**src/core/frc_regs.svh**
```systemverilog
`ifndef FRC_REGS_SVH
`define FRC_REGS_SVH

// Clock rate in kHz, used to derive every cycle count from its time.
`define FRC_CLK_KHZ          125000
// Overcurrent deglitch, in milliseconds.
`define FRC_OC_DGL_MS        9
`define FRC_OC_DGL_CYC       (`FRC_OC_DGL_MS * `FRC_CLK_KHZ)
// Overtemperature release delay, in milliseconds.
`define FRC_OT_REL_MS        9
`define FRC_OT_REL_CYC       (`FRC_OT_REL_MS * `FRC_CLK_KHZ)
// Attach window, in seconds.
`define FRC_ATTACH_S         25
`define FRC_ATTACH_CYC       (64'd`FRC_ATTACH_S * 64'd1000 * `FRC_CLK_KHZ)

// APB byte offsets.
`define FRC_CTRL_OFS         12'h000
`define FRC_STATUS_OFS       12'h004
`define FRC_IRQ_STAT_OFS     12'h008
`define FRC_IRQ_EN_OFS       12'h00C
`define FRC_IRQ_CLR_OFS      12'h010

// Control register fields.
`define FRC_CTRL_ENABLE      0
`define FRC_CTRL_PLUGW       1
`define FRC_CTRL_PROF_LSB    2
`define FRC_CTRL_RESET       32'h0000_0000
`define FRC_PROF_DISCH       3'h0

// Interrupt bits.
`define FRC_IRQ_ALERT        0
`define FRC_IRQ_ATTACH       1
`define FRC_IRQ_OT           2
`define FRC_IRQ_W            3

`endif

```
**src/core/frc_pkg.sv**
```systemverilog
package frc_pkg;

  typedef enum logic [3:0] {
    FRC_OFF  = 4'h1,
    FRC_RUN  = 4'h2,
    FRC_HOT  = 4'h4,
    FRC_COOL = 4'h8
  } frc_mode_e;

  typedef struct packed {
    logic       overCurrent;
    logic       overTemp;
    logic       attachSeen;
  } frc_sense_s;

  typedef struct packed {
    logic       powerSwitchOn;
    logic       dataSwitchOn;
    logic       profilesOn;
    logic       dischargeOn;
    logic       attachDetectOn;
  } frc_drive_s;

  typedef struct packed {
    logic       enable;
    logic       plugWatch;
    logic [2:0] profileSelect;
  } frc_ctrl_s;

  typedef struct packed {
    frc_mode_e  mode;
    frc_ctrl_s  ctrl;
    logic [31:0] ocCount;
    logic [31:0] otCount;
    logic [31:0] attCount;
    logic        alert;
    logic        chgPlug;
    logic        attachPrev;
    logic [2:0]  irqStat;
    logic [2:0]  irqEn;
    logic [31:0] prdata;
  } frc_state_s;

endpackage

```
**src/core/fault_report_and_enable_control.sv**
```systemverilog
`timescale 1ns/10ps
`include "frc_regs.svh"

// Summary of operation
// - The alert pin is driven low while an overload lasts, then released.
// - An overcurrent raises the alert only after a 9 ms deglitch time.
// - An overtemperature raises the alert at once, with no filtering.
// - After overtemperature the alert is released a delay after cool-down.
// - Enable is active high; low enable puts the block in its off state.
// - With enable low the power, data and profile switches are all off.
// - With enable low the alert flag is released; charge-or-plug is too unless an attachment set it.
// - With enable low and plug watch clear the discharge path is on.
// - Enable low with plug watch set detects attachments, no discharge.
// - A new attachment pulls the charge-or-plug flag low for 25 s.
// - Enable high, plug watch clear and profile select 000 discharge too.
module fault_report_and_enable_control (
  input  wire logic               clk,
  input  wire logic               rst_b,
  input  wire logic               psel,
  input  wire logic               penable,
  input  wire logic               pwrite,
  input  wire logic [11:0]        paddr,
  input  wire logic [31:0]        pwdata,
  output      logic [31:0]        prdata,
  output      logic               pready,
  output      logic               pslverr,
  input  wire frc_pkg::frc_sense_s sense,
  output      frc_pkg::frc_drive_s drive,
  output      logic               alertOut,
  output      logic               alertOe_b,
  output      logic               chgPlugOut,
  output      logic               chgPlugOe_b,
  output      logic               irq
);

  localparam logic [31:0] OcDglCyc  = 32'(`FRC_OC_DGL_CYC);
  localparam logic [31:0] OtRelCyc  = 32'(`FRC_OT_REL_CYC);
  localparam logic [31:0] AttachCyc = 32'(`FRC_ATTACH_CYC);

  frc_pkg::frc_state_s st;
  frc_pkg::frc_state_s next_st;

  logic apbAccess;
  logic apbWrite;
  logic apbRead;
  logic addrOk;
  logic enabled;
  logic attachMode;
  logic attachEdge;
  logic [2:0] events;

  // ------------------------------------------------------------------
  // Bus decode
  // ------------------------------------------------------------------
  assign apbAccess = psel && penable;
  assign apbWrite  = apbAccess && pwrite;
  assign apbRead   = apbAccess && !pwrite;
  assign addrOk    = (paddr == `FRC_CTRL_OFS) || (paddr == `FRC_STATUS_OFS)
                  || (paddr == `FRC_IRQ_STAT_OFS)
                  || (paddr == `FRC_IRQ_EN_OFS)
                  || (paddr == `FRC_IRQ_CLR_OFS);
  assign pready    = 1'b1;
  assign pslverr   = apbAccess && !addrOk;
  assign prdata    = st.prdata;

  assign enabled    = st.ctrl.enable;
  assign attachMode = !enabled && st.ctrl.plugWatch;
  // Only attachments made after detection is armed count, so the edge
  // detector is primed while detection is off.
  assign attachEdge = attachMode && sense.attachSeen && !st.attachPrev;

  // ------------------------------------------------------------------
  // Next state
  // ------------------------------------------------------------------
  always_comb begin
    next_st = st;
    events  = 3'h0;
    next_st.attachPrev = sense.attachSeen;
    if (apbWrite && paddr == `FRC_CTRL_OFS) begin
      next_st.ctrl.enable        = pwdata[`FRC_CTRL_ENABLE];
      next_st.ctrl.plugWatch     = pwdata[`FRC_CTRL_PLUGW];
      next_st.ctrl.profileSelect = pwdata[`FRC_CTRL_PROF_LSB +: 3];
    end
    if (apbWrite && paddr == `FRC_IRQ_EN_OFS) begin
      next_st.irqEn = pwdata[2:0];
    end

    case (st.mode)
      frc_pkg::FRC_OFF: begin
        next_st.alert   = 1'b0;
        next_st.ocCount = 32'h0;
        next_st.otCount = 32'h0;
        if (enabled) begin
          next_st.mode    = frc_pkg::FRC_RUN;
          next_st.chgPlug = 1'b0;
        end
      end
      frc_pkg::FRC_RUN: begin
        if (sense.overTemp) begin
          next_st.alert = 1'b1;
          next_st.mode  = frc_pkg::FRC_HOT;
          next_st.ocCount = 32'h0;
          events[`FRC_IRQ_OT] = 1'b1;
        end else if (sense.overCurrent) begin
          if (st.ocCount >= OcDglCyc - 32'h1) begin
            next_st.alert = 1'b1;
          end else begin
            next_st.ocCount = st.ocCount + 32'h1;
          end
        end else begin
          next_st.ocCount = 32'h0;
          next_st.alert   = 1'b0;
        end
      end
      frc_pkg::FRC_HOT: begin
        next_st.alert = 1'b1;
        if (!sense.overTemp) begin
          next_st.mode    = frc_pkg::FRC_COOL;
          next_st.otCount = 32'h0;
        end
      end
      frc_pkg::FRC_COOL: begin
        if (sense.overTemp) begin
          next_st.mode = frc_pkg::FRC_HOT;
        end else if (st.otCount >= OtRelCyc - 32'h1) begin
          next_st.mode    = frc_pkg::FRC_RUN;
          next_st.alert   = sense.overCurrent;
          next_st.ocCount = 32'h0;
        end else begin
          next_st.otCount = st.otCount + 32'h1;
        end
      end
      default: begin
        next_st.mode = frc_pkg::FRC_OFF;
      end
    endcase

    if (!enabled) begin
      next_st.mode  = frc_pkg::FRC_OFF;
      next_st.alert = 1'b0;
      if (attachEdge) begin
        next_st.chgPlug  = 1'b1;
        next_st.attCount = 32'h0;
        events[`FRC_IRQ_ATTACH] = 1'b1;
      end else if (st.chgPlug && st.attCount < AttachCyc - 32'h1) begin
        next_st.attCount = st.attCount + 32'h1;
      end else begin
        next_st.chgPlug = 1'b0;
      end
      if (!st.ctrl.plugWatch) begin
        next_st.chgPlug = 1'b0;
      end
    end
    events[`FRC_IRQ_ALERT] = next_st.alert && !st.alert;

    // Set wins over clear so an event in the clearing cycle survives.
    if (apbWrite && paddr == `FRC_IRQ_CLR_OFS) begin
      next_st.irqStat = st.irqStat & ~pwdata[2:0];
    end
    next_st.irqStat = next_st.irqStat | events;

    next_st.prdata = 32'h0;
    if (psel && !penable && !pwrite) begin
      case (paddr)
        `FRC_CTRL_OFS: begin
          next_st.prdata = {27'h0, st.ctrl.profileSelect,
                            st.ctrl.plugWatch, st.ctrl.enable};
        end
        `FRC_STATUS_OFS: begin
          next_st.prdata = {24'h0, st.mode, 1'b0, attachMode,
                            st.chgPlug, st.alert};
        end
        `FRC_IRQ_STAT_OFS: begin
          next_st.prdata = {29'h0, st.irqStat};
        end
        `FRC_IRQ_EN_OFS: begin
          next_st.prdata = {29'h0, st.irqEn};
        end
        default: begin
          next_st.prdata = 32'h0;
        end
      endcase
    end else if (apbRead) begin
      next_st.prdata = st.prdata;
    end

    if (!rst_b) begin
      next_st.mode       = frc_pkg::FRC_OFF;
      next_st.ctrl       = frc_pkg::frc_ctrl_s'(5'(`FRC_CTRL_RESET));
      next_st.ocCount    = 32'h0;
      next_st.otCount    = 32'h0;
      next_st.attCount   = 32'h0;
      next_st.alert      = 1'b0;
      next_st.chgPlug    = 1'b0;
      next_st.attachPrev = 1'b1;
      next_st.irqStat    = 3'h0;
      next_st.irqEn      = 3'h0;
      next_st.prdata     = 32'h0;
    end
  end

  always_ff @(posedge clk) begin
    st <= next_st;
  end

  // ------------------------------------------------------------------
  // Outputs
  // ------------------------------------------------------------------
  always_comb begin
    drive.powerSwitchOn  = enabled && st.mode == frc_pkg::FRC_RUN;
    drive.dataSwitchOn   = enabled;
    drive.profilesOn     = enabled;
    drive.attachDetectOn = attachMode;
    drive.dischargeOn    = !st.ctrl.plugWatch && (!enabled ||
                           st.ctrl.profileSelect == `FRC_PROF_DISCH);
  end

  // Open-drain pins: only ever drive low, enable low means driving.
  assign alertOut    = 1'b0;
  assign alertOe_b   = !st.alert;
  assign chgPlugOut  = 1'b0;
  assign chgPlugOe_b = !st.chgPlug;
  assign irq         = |(st.irqStat & st.irqEn);

  // ------------------------------------------------------------------
  // Checks
  // ------------------------------------------------------------------
  AST_DIS_FLAGS: assert property (@(posedge clk) disable iff (!rst_b)
    !st.ctrl.enable |=> !st.alert)
    else $error("Alert stayed set while disabled.");
  AST_OT_FAST: assert property (@(posedge clk) disable iff (!rst_b)
    st.ctrl.enable && sense.overTemp && $past(st.ctrl.enable)
      |=> st.alert || !st.ctrl.enable)
    else $error("Overtemperature alert was late.");
  AST_OC_NOEARLY: assert property (@(posedge clk) disable iff (!rst_b)
    st.mode == frc_pkg::FRC_RUN && !st.alert && st.ocCount < OcDglCyc - 32'h1
      |=> !st.alert || $past(sense.overTemp))
    else $error("Overcurrent alert before deglitch end.");
  AST_OC_RESTART: assert property (@(posedge clk) disable iff (!rst_b)
    st.mode == frc_pkg::FRC_RUN && !sense.overCurrent |=> st.ocCount == 32'h0)
    else $error("Deglitch count not restarted.");
  AST_SW_OFF: assert property (@(posedge clk) disable iff (!rst_b)
    !st.ctrl.enable |-> !drive.powerSwitchOn && !drive.profilesOn
      && !drive.dataSwitchOn)
    else $error("Switch on while disabled.");
  AST_DISCH: assert property (@(posedge clk) disable iff (!rst_b)
    !st.ctrl.enable && !st.ctrl.plugWatch |-> drive.dischargeOn)
    else $error("Discharge off while disabled.");
  AST_ATTACH_MODE: assert property (@(posedge clk) disable iff (!rst_b)
    !st.ctrl.enable && st.ctrl.plugWatch
      |-> drive.attachDetectOn && !drive.dischargeOn)
    else $error("Attach mode not entered.");
  AST_ATTACH_SET: assert property (@(posedge clk) disable iff (!rst_b)
    attachEdge && $stable(st.ctrl) |=> st.chgPlug ##1 (st.chgPlug
      || $past(st.ctrl.enable) || !$past(st.ctrl.plugWatch)))
    else $error("Attach flag not held.");
  AST_COOL_HOLD: assert property (@(posedge clk) disable iff (!rst_b)
    st.mode == frc_pkg::FRC_COOL |-> st.alert)
    else $error("Alert dropped before cool-down delay.");
  AST_OC_CLEAR: assert property (@(posedge clk) disable iff (!rst_b)
    st.mode == frc_pkg::FRC_RUN && !sense.overCurrent && !sense.overTemp
      && st.ctrl.enable && $past(st.ctrl.enable) |=> !st.alert)
    else $error("Alert not released.");

  // ------------------------------------------------------------------
  // Fault timing checks
  // ------------------------------------------------------------------
  AST_HOT_ENTRY: assert property (@(posedge clk) disable iff (!rst_b)
    st.mode == frc_pkg::FRC_RUN && sense.overTemp && st.ctrl.enable
      |=> st.mode == frc_pkg::FRC_HOT && st.alert)
    else $error("Overtemperature did not enter the hot state.");
  AST_HOT_HOLD: assert property (@(posedge clk) disable iff (!rst_b)
    st.mode == frc_pkg::FRC_HOT |-> st.alert)
    else $error("Alert dropped while hot.");
  AST_COOL_ENTRY: assert property (@(posedge clk) disable iff (!rst_b)
    st.mode == frc_pkg::FRC_HOT && !sense.overTemp && st.ctrl.enable
      |=> st.mode == frc_pkg::FRC_COOL && st.otCount == 32'h0)
    else $error("Cool-down delay not started.");
  AST_COOL_RETURN: assert property (@(posedge clk) disable iff (!rst_b)
    st.mode == frc_pkg::FRC_COOL && sense.overTemp && st.ctrl.enable
      |=> st.mode == frc_pkg::FRC_HOT)
    else $error("Renewed overtemperature not seen.");
  AST_COOL_COUNT: assert property (@(posedge clk) disable iff (!rst_b)
    st.mode == frc_pkg::FRC_COOL && !sense.overTemp && st.ctrl.enable
      && st.otCount < OtRelCyc - 32'h1
      |=> st.otCount == $past(st.otCount) + 32'h1)
    else $error("Cool-down count did not advance.");
  AST_COOL_END: assert property (@(posedge clk) disable iff (!rst_b)
    st.mode == frc_pkg::FRC_COOL && !sense.overTemp && st.ctrl.enable
      && st.otCount >= OtRelCyc - 32'h1
      |=> st.mode == frc_pkg::FRC_RUN && st.alert == $past(sense.overCurrent))
    else $error("Cool-down delay did not end.");
  AST_OC_ALERT: assert property (@(posedge clk) disable iff (!rst_b)
    st.mode == frc_pkg::FRC_RUN && sense.overCurrent && !sense.overTemp
      && st.ctrl.enable && st.ocCount >= OcDglCyc - 32'h1
      |=> st.alert)
    else $error("Overcurrent alert missing after deglitch.");
  AST_OC_COUNT: assert property (@(posedge clk) disable iff (!rst_b)
    st.mode == frc_pkg::FRC_RUN && sense.overCurrent && !sense.overTemp
      && st.ctrl.enable && st.ocCount < OcDglCyc - 32'h1
      |=> st.ocCount == $past(st.ocCount) + 32'h1)
    else $error("Deglitch count did not advance.");

  // ------------------------------------------------------------------
  // Enable, discharge and attach checks
  // ------------------------------------------------------------------
  AST_OFF_MODE: assert property (@(posedge clk) disable iff (!rst_b)
    !st.ctrl.enable |=> st.mode == frc_pkg::FRC_OFF)
    else $error("Block not off while disabled.");
  AST_RUN_ENTRY: assert property (@(posedge clk) disable iff (!rst_b)
    st.mode == frc_pkg::FRC_OFF && st.ctrl.enable
      |=> st.mode == frc_pkg::FRC_RUN)
    else $error("Block did not start when enabled.");
  AST_DISCH_RUN: assert property (@(posedge clk) disable iff (!rst_b)
    st.ctrl.enable && !st.ctrl.plugWatch
      && st.ctrl.profileSelect == `FRC_PROF_DISCH |-> drive.dischargeOn)
    else $error("Discharge off for the discharge profile.");
  AST_DETECT_OFF: assert property (@(posedge clk) disable iff (!rst_b)
    st.ctrl.enable |-> !drive.attachDetectOn)
    else $error("Attach detection on while enabled.");
  AST_DIS_PLUG: assert property (@(posedge clk) disable iff (!rst_b)
    !st.ctrl.enable && !st.ctrl.plugWatch |=> !st.chgPlug)
    else $error("Charge flag set while disabled.");
  AST_NO_FALSE: assert property (@(posedge clk) disable iff (!rst_b)
    !st.ctrl.enable && !st.chgPlug && !attachEdge |=> !st.chgPlug)
    else $error("Charge flag set without an attachment.");
  AST_ATTACH_KEEP: assert property (@(posedge clk) disable iff (!rst_b)
    !st.ctrl.enable && st.ctrl.plugWatch && st.chgPlug
      && st.attCount < AttachCyc - 32'h1 |=> st.chgPlug)
    else $error("Attach flag dropped inside its window.");
  AST_ATTACH_END: assert property (@(posedge clk) disable iff (!rst_b)
    !st.ctrl.enable && st.chgPlug && !attachEdge
      && st.attCount >= AttachCyc - 32'h1 |=> !st.chgPlug)
    else $error("Attach flag outlived its window.");

  // ------------------------------------------------------------------
  // Bus and interrupt checks
  // ------------------------------------------------------------------
  AST_BAD_WRITE: assert property (@(posedge clk) disable iff (!rst_b)
    psel && penable && pwrite && !addrOk
      |=> $stable(st.ctrl) && $stable(st.irqEn))
    else $error("Write to an unmapped address took effect.");
  AST_IRQ_SET: assert property (@(posedge clk) disable iff (!rst_b)
    |events |=> (st.irqStat & $past(events)) == $past(events))
    else $error("Interrupt event was lost.");

endmodule

```
**config.mk**
```make
export PLATFORM = sky130hd
export DESIGN_NAME = fault_report_and_enable_control
export DESIGN_NICKNAME = d
export VERILOG_FILES = /design/src/core/frc_pkg.sv /design/src/core/fault_report_and_enable_control.sv
export VERILOG_INCLUDE_DIRS = /design/src /design/src/core
export SDC_FILE = /design/constraint.sdc
export NUM_CORES = 1
export LEC_CHECK = 0
export BUFFER_PORTS_ARGS = -buffer_cell sky130_fd_sc_hd__buf_4
export CORE_ASPECT_RATIO = 0.5
export CORE_UTILIZATION = 40
export CTS_BUF_LIST = sky130_fd_sc_hd__clkbuf_8
export DETAILED_ROUTE_END_ITERATION = 12
export GPL_TIMING_DRIVEN = 0
export SLEW_MARGIN = 0
export SYNTH_ARGS = -nofsm -noshare
export SYNTH_HDL_FRONTEND = slang
export SYNTH_SLANG_ARGS = --single-unit
```
**constraint.sdc**
```tcl
create_clock -name clk -period 3.9 [get_ports clk]
set_input_delay 0.78 -clock clk [delete_from_list [all_inputs] [get_ports clk]]
set_output_delay 0.78 -clock clk [all_outputs]
set_load 0.02 [all_outputs]
```
Word level (Yosys, flattened, before mapping)
Index checks and enable logic that the tools add are counted.
Storage, ports and cells
  register bits: 146
  bits of input ports: 52
  output and inout bits: 44
  logic and storage cells: 116
Cells by class
  $add $sub $neg: 3
  magnitude comparators: 3
  equality and inequality tests: 16
  muxes and demuxes: 36
  bitwise gates (word level): 5
  reduce and logical (&&, ||, !) cells: 40
Operators with widths (count)
  $mux W32: 10
  $pmux W32 S3: 2
  $add A32 B1 Y32 const B: 3
  $ge A32 B21 Y1 const B: 2
  $mux W64: 1
  $lt A32 B32 Y1 const B: 1
  $pmux W8 S4: 1
  $eq A12 B4 Y1 const B: 2
  $logic_and A1 B1 Y1: 16
  $mux W4: 4
  $pmux W4 S4: 1
  $mux W1: 14
  $eq A12 B3 Y1 const B: 1
  $eq A12 B5 Y1 const B: 1
  $logic_not A12 Y1: 1
  $ne A2 B2 Y1 const B: 5
  $logic_not A1 Y1: 8
  $reduce_and A4 Y1: 2
  $and A3 B3 Y3: 2
  $reduce_bool A3 Y1: 2
  $logic_or A1 B1 Y1: 5
  $eq A4 B1 Y1 const B: 1
  $eq A4 B2 Y1 const B: 1
  $eq A4 B3 Y1 const B: 1
  other kinds (15): 16

Logic depth before layout (Yosys ltp)
Gate-level depths: netlist (run 1).
  depth after elaboration: 9
  depth in mapped cells: 10
  gate-level depth less buffers: 7

Worst setup path after synthesis (run 1)
OpenSTA, ideal clock, no wires.
  path kind: input-to-reg
  start point: input sense[1] in the netlist's numbering
  end point: register st[87] in the netlist's numbering
  library setup time: 70 ps
  arrival time: 2460 ps
  required time: 3830 ps
  setup slack: 1369 ps
  stages on the path: 8
  buffers on the path: 2
  cells stage by stage: clkbuf_1 or4b_1 nor3_1 and2_1 a21oi_1 clkbuf_1 or3_1 a21oi_1
On the way
  word-level cells in the longest chain between the ends: 2
  elaborated cells between the ends (all ways): 3
  classes of those cells: 2 x eq/ne; 1 x reduce/logical
RTL lines
  from (decl): RTL line fault_report_and_enable_control.sv:27  | input wire frc_pkg::frc_sense_s sense,
  $ne A2 B2 Y1 (no line)
  $reduce_and A4 Y1 (no line) *
  to (signal assigned): RTL line fault_report_and_enable_control.sv:203  | st <= next_st;
  to (decl): RTL line fault_report_and_enable_control.sv:40  | frc_pkg::frc_state_s st;
Mark *: on every way between the ends. The rest lies on a longest branch, timed or not.
A chain may end at the register's enable or synchronous reset.

Final worst setup path (run 1)
  start point: register st[73] in the netlist's numbering
  end point: register st[97] in the netlist's numbering
On the way
  word-level cells in the longest chain between the ends: 4
  elaborated cells between the ends (all ways): 7
  classes of those cells: 1 x add/sub; 1 x order compare; 1 x eq/ne; 3 x mux; 1 x reduce/logical
RTL lines
  $add A32 B1 Y32: RTL line fault_report_and_enable_control.sv:130  | next_st.otCount = st.otCount + 32'h1;
  $mux W32: RTL line fault_report_and_enable_control.sv:125  | end else if (st.otCount >= OtRelCyc - 32'h1) begin
  $mux W64: RTL line fault_report_and_enable_control.sv:123  | if (sense.overTemp) begin
  $pmux W32 S3: RTL line fault_report_and_enable_control.sv:88  | case (st.mode)
Parallel ways exist; a longest one is shown, timed or not. The select of a mux whose other input is x is not followed.

==> metrics list, run 1 <==
- The number of antenna diodes in the final layout is 0.
* Number of placement rows: 32
* Run status: finished clean
- Setup total negative slack on the finished layout was measured at 0 ps.
- Initial DRC Count: 405
* CTS H-tree depth: 4
* Count of pins on the block boundary: 96
* Synth cell types: 71
* Fraction of final layout cells sized beyond drive strength 1: 0.168
- The count of nets left with antenna violations once routing finished came out at 0.
- The total area inside the core boundary comes to 15600 sq um.
* Proportion of netlist area held by the largest area contributor: 0.378
- Filler cell count: 1536
* First-pass GRT wire length: 26.8 mm
* Post-cts gate resize count: 0
- At the end of routability-driven placement, the weighted congestion stood at 0.841.
- Arrival time reported for the critical path endpoint: 3240 ps
- Across all layers, the routed design uses 6060 vias.
- Die outline width: 182 microns
- Dividing the detail-routed wire length by the instance count gives 15.0 microns.
* Cell type with the highest aggregate area in the netlist: dfxtp_1
* Maximum clock path buffer count: 2
- Relative to the synthesized area, the layout overhead comes to 15.6%.
- Number of buffers inserted by hold repair at cts: 0
- Cells after Synth: 778
- Cell breakdown of the critical path: ha_1, nand2_1, a211oi_1, o2111ai_2, a21oi_1, clkbuf_1, nor3_1, o21a_1
- Headroom to the max-slew limit came out at 0.347.
- In the global route stage, met3 resource usage came out at 0.0465.
* Final number of max-transition violations: 0
* Critical-path top delay cell: a21oi_1
- Yosys Warn Count: 0
* Remaining routing DRC violations: 0
- Vias in the first global route: 5504
* Static leakage: 0.00267 uW
* M2 GR Usage: 0.309
- Summing all flip-flop and latch instances after layout gives 2440 sq um.
- Number of buffers inserted by post-CTS setup repair: 0
- IR analysis of the VDD net gives a maximum drop of 0.197 mV.
* All-Layer GR Usage: 0.200
- Hold slack: 462 ps
* Area used by multi-input combinational logic: 3600 sq um
- For this configuration, the core starts out at a cell density of 0.414.
* Clock transition at the registers of the reported paths: 80 ps
- After synthesis, the share of flip-flops with an asynchronous set or reset is 0.
* Count of endpoints failing hold in the final timing report: 0
- Root buffer cell: clkbuf_8
- Min Clock Period, post-route: 2900 ps
- TritonRoute pass-1 iters: 5
* CP max FO: 10
- STA classifies the critical path startpoint as a flip-flop.
- The worst setup path is captured at a flip-flop.
* Overflow left after global routing: 0
- Among all flip-flop cells after synthesis, the most frequent one is dfxtp_1.
- Max-Cap Viols: 0
- Mean Syn Cell Area: 8.31 sq um
- The number of clock buffers added by TritonCTS is 17.
* Dominant cells by area after synthesis: dfxtp_1 (38%), buf_4 (4.8%), a21oi_1 (4.5%)
* Most numerous cell in the Yosys netlist: dfxtp_1
* Final setup violation count: 0
- Req. time, crit path: 4240 ps
- CTS tree: yes
- Yosys mapped a number of flops with a built-in enable equal to 0.
* Upper clock frequency limit: 345 MHz
- The final layout contains 915 nets.
- Clock net sink count: 122
- Average vias per placed instance: 5.63
- Ranking of synthesized cells by instance count: dfxtp_1 (122), nand2_1 (59), a21oi_1 (58), nor2_1 (54), buf_4 (41)
- Die area: 16700 sq um
- Between clock sinks in the finished design, the worst skew comes to 17.0 ps.
- Number of antenna violations at the first check in global routing: 0
- Power density over the cells: 327 nW/um^2
* Gr busiest metal: met2
- Detailed placement ended at an HPWL of 11.4 mm.
- Total routed wirelength: 16.1 mm
- Of the synthesized area, sequential elements account for 0.378.
* Class of the worst hold path: reg2reg
* Source-to-sink clock delay at the later pin of the worst-skew pair: 450 ps
* Post-synth design cell area: 6470 sq um
- RSZ-0062 raised after global routing: false
- Entering global routing, the biggest net connects 17 pins.
* Path type of the worst setup path: reg2reg
* Port buffer count: 38
- Number of flip-flops and latches in the synthesized netlist: 122
- In the global route stage, met1 resource usage came out at 0.274.
* Die outline height: 91.9 microns
- Of the available clock period, the critical path in the final layout requires 0.744.
- At the pin with the least slew margin, the transition time is 966 ps.
- Slowest Stage Delay on Critical Path: 580 ps
[registers in the layout, summed over array words and instances, names as in the netlist]
| register | flops |
|---|---|
| prdata | 8 |
| enabled | 1 |
| st | 113 |
[worst max-delay path: cells and delay by family (launching register included)]
kind	cells	cell delay (ps)
compound gates	4	1430
buf+inv	1	470
flops	1	430
fa+ha+maj	1	270
simple gates	2	200
[stage by stage]
step,power [uW],worst slack [ps],utilization,cell area (sq um),std cells
4_1_cts,2480,1050,0.479,7480,1077
6_report,2440,1000,0.479,7480,1077
3_5_place_dp,1370,973,0.455,7100,1045
5_1_grt,2540,752,0.479,7480,1077
2_1_floorplan,1340,1370,-,6560,803
3_3_place_gp,1370,1010,0.455,7100,1045
[cells in the final DEF (no fill, tap or decap), drive strengths merged, types with 4 or more instances in the layout]
cell,instances
o31ai,13
buf,90
and2,29
inv,20
mux2i,10
or3b,4
a21o,4
dfxtp,122
xor2,5
xnor2,5
a22oi,6
nor4,18
o21a,6
a21oi,62
and4,7
nor4b,4
conb,27
or3,28
clkbuf,41
a211oi,6
and3,18
nor2,54
nand2b,5
o211ai,17
nor3,12
o21ai,45
nand3,41
clkinvlp,6
or4,29
a31oi,7
nand2,59
a311oi,5
nand4,19
[power breakdown]
group	internal, uW	switching [uW]
Combinational	39.4	58.5
Sequential	1240	0.194
Clock	512	588
[kinds of logic after synthesis]
logic type,after synthesis,synth area share
and+or+nand+nor,348,0.305
xor gates and xnor gates,10,0.0135
DFF,122,0.378
muxes,13,0.0259
AOI/OAI and AO/OA,189,0.190
buffers and inverters,91,0.0809
other,2,0.00116
adders and majority gates,3,0.00580
[final cells by class]
| cell class | instances | area share |
|---|---|---|
| Timing Repair Buffer | 38 | 0.0382 |
| Sequential cell | 122 | 0.327 |
| Clock buffer | 17 | 0.0313 |
| Tap cell | 204 | 0.0341 |
| Clock inverter | 15 | 0.0187 |
| Buffer | 76 | 0.0624 |
| Multi-Input combinational cell | 590 | 0.481 |
| Inverter | 15 | 0.00753 |
[worst paths after layout]
path              startpoint       to  slack (ps)  cells after the start
setup reg to reg      st[73]   st[97]        1000                      8
hold reg to reg      st[103]  st[103]         460                      1
setup / recovery      st[73]   st[97]        1000                      8
hold / removal       st[103]  st[103]         460                      1
[metal layers]
metal,part of all wire,wire [microns]
met3,0.052,832
met4,0.0096,155
met1,0.49,7960
met2,0.45,7170
met5,0,0
Power figures use the tool's default switching activity.
==> run 2: changes to the inputs <==
clock period = 2.7 ns   (was 3.9 ns; I/O delays follow)
==> metrics list, run 2 (same netlist as run 1, synthesis figures left out) <==
- The flow ran to the end, and the final reports show no timing, DRC or antenna violations.
- Number of antenna violations at the first check in global routing: 0 (unchanged)
- The wire length per cell is 14.9 microns (-0.13%).
- The maximum achievable frequency is 398 MHz (+15%).
- Average vias per placed instance: 5.61 (-0.33%)
- The total count of hold-check failures in the final report is 0 (unchanged).
- The layer flagged by global routing as most heavily used is met2.
* Met3 GRT Util: 0.0465 (unchanged)
- Clock Skews: 18.3 ps (+1.34 ps)
- Final number of max-transition violations: 0 (unchanged)
- The post-layout utilization of the core is 0.483 (+0.00449).
- The fraction of met1 tracks used by global routing came to 0.274 (-0.000737).
- CTS tree: yes
- Diode insertion count for antenna repair: 0 (unchanged)
- Root buffer cell: clkbuf_8
- Clock transition at the registers of the reported paths: 80 ps (about the same)
- M2 GR Usage: 0.309 (unchanged)
- The register-to-register setup slack came to 190 ps (-810 ps).
- Static leakage: 0.00269 uW (+0.70%)
- The total number of vias came to 6051 (-0.15%).
- From synthesis to final layout, the design area changed by 16.7%.
* Final Instance Area: 7550 sq um (+0.94%)
- Depth of the worst register-to-register path: 9 (+1)
- Transition at the pin with the smallest max-transition slack: 803 ps (-164 ps)
* Die outline height: 91.9 microns (unchanged)
- Min Clock Period, post-route: 2510 ps (-389 ps)
- The number of optimization iterations in the first detailed-route pass came to 5 (unchanged).
- The clock latency on the worst-skew pair came to 450 ps (about the same).
- Placeable core region: 15600 sq um (unchanged)
- The count of H-tree levels built during CTS came to 4 (unchanged).
- Path type of the worst setup path: reg2reg
* Arrival time reported for the critical path endpoint: 2880 ps (-360 ps)
- The startpoint identified for the worst register-to-register timing path is st[73].
* Vias in the first global route: 5503 (-0.018%)
* Sum of negative setup slack: 0 ps (unchanged)
- The all-layer global routing usage was 0.200 (-0.000262).
- Port buffer count: 38 (unchanged)
- The antenna violation net count after detailed routing was 0 (unchanged).
* Largest net degree at the start of global routing: 17 (unchanged)
* Portion of the clock cycle consumed by the worst path in the final layout: 0.930 (+0.186)
- The number of flip-flops under the largest register name came to 113 (unchanged).
* Max-Cap Viols: 0 (unchanged)
* Fraction of final layout cells sized beyond drive strength 1: 0.181 (+0.0122)
- Count of pins on the block boundary: 96 (unchanged)
- Setup repair after global routing could not meet its margin everywhere.
* Initial Util: 0.414 (unchanged)
- The number of standard-cell rows in the floorplan was 32 (unchanged).
- The starting DRC count in detailed routing came to 386 (-4.7%).
- The die width came to 182 microns (unchanged).
* Die area: 16700 sq um (unchanged)
- Kind of launch point of the worst setup path: flip-flop
- Post-route worst setup slack: 189 ps (-811 ps)
- In the layout the commonest cells are dfxtp_1 (122), buf_4 (82), nand2_1 (59), a21oi_1 (56), nor2_1 (54).
* Hold slack: 321 ps (-141 ps)
- The setup slack after placement is -132 ps (-1100 ps).
- Most frequent standard cell in the layout excluding fill and tap cells: dfxtp_1
* Total routed wirelength: 16.1 mm (about the same)
* Class of the worst hold path: in2reg
* Final setup violation count: 0 (unchanged)
- First-pass GRT wire length: 26.8 mm (about the same)
- The maximum number of buffers from clock root to sink is 2 (unchanged).
- Worst setup path endpoint: st[86]
- STA classifies the critical path endpoint as a flip-flop.
- Tracing the worst setup path back leads to its startpoint at st[73].
* Power density over the cells: 467 nW/um^2 (+43%)
* Instance area at placement: 7100 sq um (unchanged)
- The number of buffers created by CTS is 17 (unchanged).
- The sum of net half-perimeters after detailed placement came to 11.4 mm (unchanged).
- Ranked by flip-flop count, first place goes to st.
- The total number of nets in the final design is 917 (+0.22%).
- Req. time, crit path: 3070 ps (-1170 ps)
- The global placement routability congestion came to 0.841 (unchanged).
- Overflow left after global routing: 0 (unchanged)
- The number of buffers added to fix hold violations after cts was 0 (unchanged).
- The DRC violation count after routing came to 0 (unchanged).
* CP max FO: 10 (unchanged)
* Clock net sink count: 122 (unchanged)
- Critical R2R Capture: st[86]
* Headroom to the max-slew limit: 0.461 (+0.115)
- Peak supply drop: 0.285 mV (+45%)
-- run 2: area by class of cell --
cell class / count / area (sq um)
Sequential cell: 122 / 2440
Inverter: 15 / 56.3
Clock inverter: 15 / 140
Fill cell: 1523 / 8070
Tap cell: 204 / 255
Buffer: 75 / 465
Timing Repair Buffer: 41 / 308
Clock buffer: 17 / 234
Multi-Input combinational cell: 590 / 3640
-- run 2: timing repair --
action / 4_1_cts / 5_1_grt
setup buffers: 0 / 3
setup endpoints to repair: 21 / 58
pin swaps: 0 / 1
gates cloned: 0 / 0
resized for setup: 2 / 10
-- run 2: worst min-delay path by stage --
stage             start  endpoint  slack (ps)  depth (start not counted)
2_1_floorplan   st[104]   st[104]         430                          1
3_3_place_gp    st[136]   st[136]         440                          1
3_5_place_dp    st[103]   st[103]         440                          1
4_1_cts        sense[0]    st[38]         300                          2
5_1_grt        sense[0]    st[38]         310                          2
6_report       sense[0]    st[38]         320                          2
-- run 2: layer usage --
layer,up-vias,part of all wire
met5,-,0
met4,0,0.011
met3,18,0.050
met2,139,0.45
met1,2884,0.49
li1,3010,-
-- run 2: critical path, stage by stage (launching register included) --
cell	delay (ps)
dfxtp_1	440
ha_1	260
nand2_1	90
a211oi_2	300
o2111ai_2	310
a31oi_4	330
buf_2	260
buf_4	220
o21ai_0	100
a21oi_1	120
-- run 2: where the power goes --
group	internal [uW]	switching (uW)
logic	57.1	84.7
clock network	740	847
registers	1800	0.281
total	2590	932
-- run 2: per-stage QoR --
stage / power [uW] / instances
after floorplan: 1940 / 803
after global placement: 1980 / 1045
after detailed placement: 1980 / 1045
after CTS: 3580 / 1077
after global routing: 3670 / 1079
final: 3530 / 1079
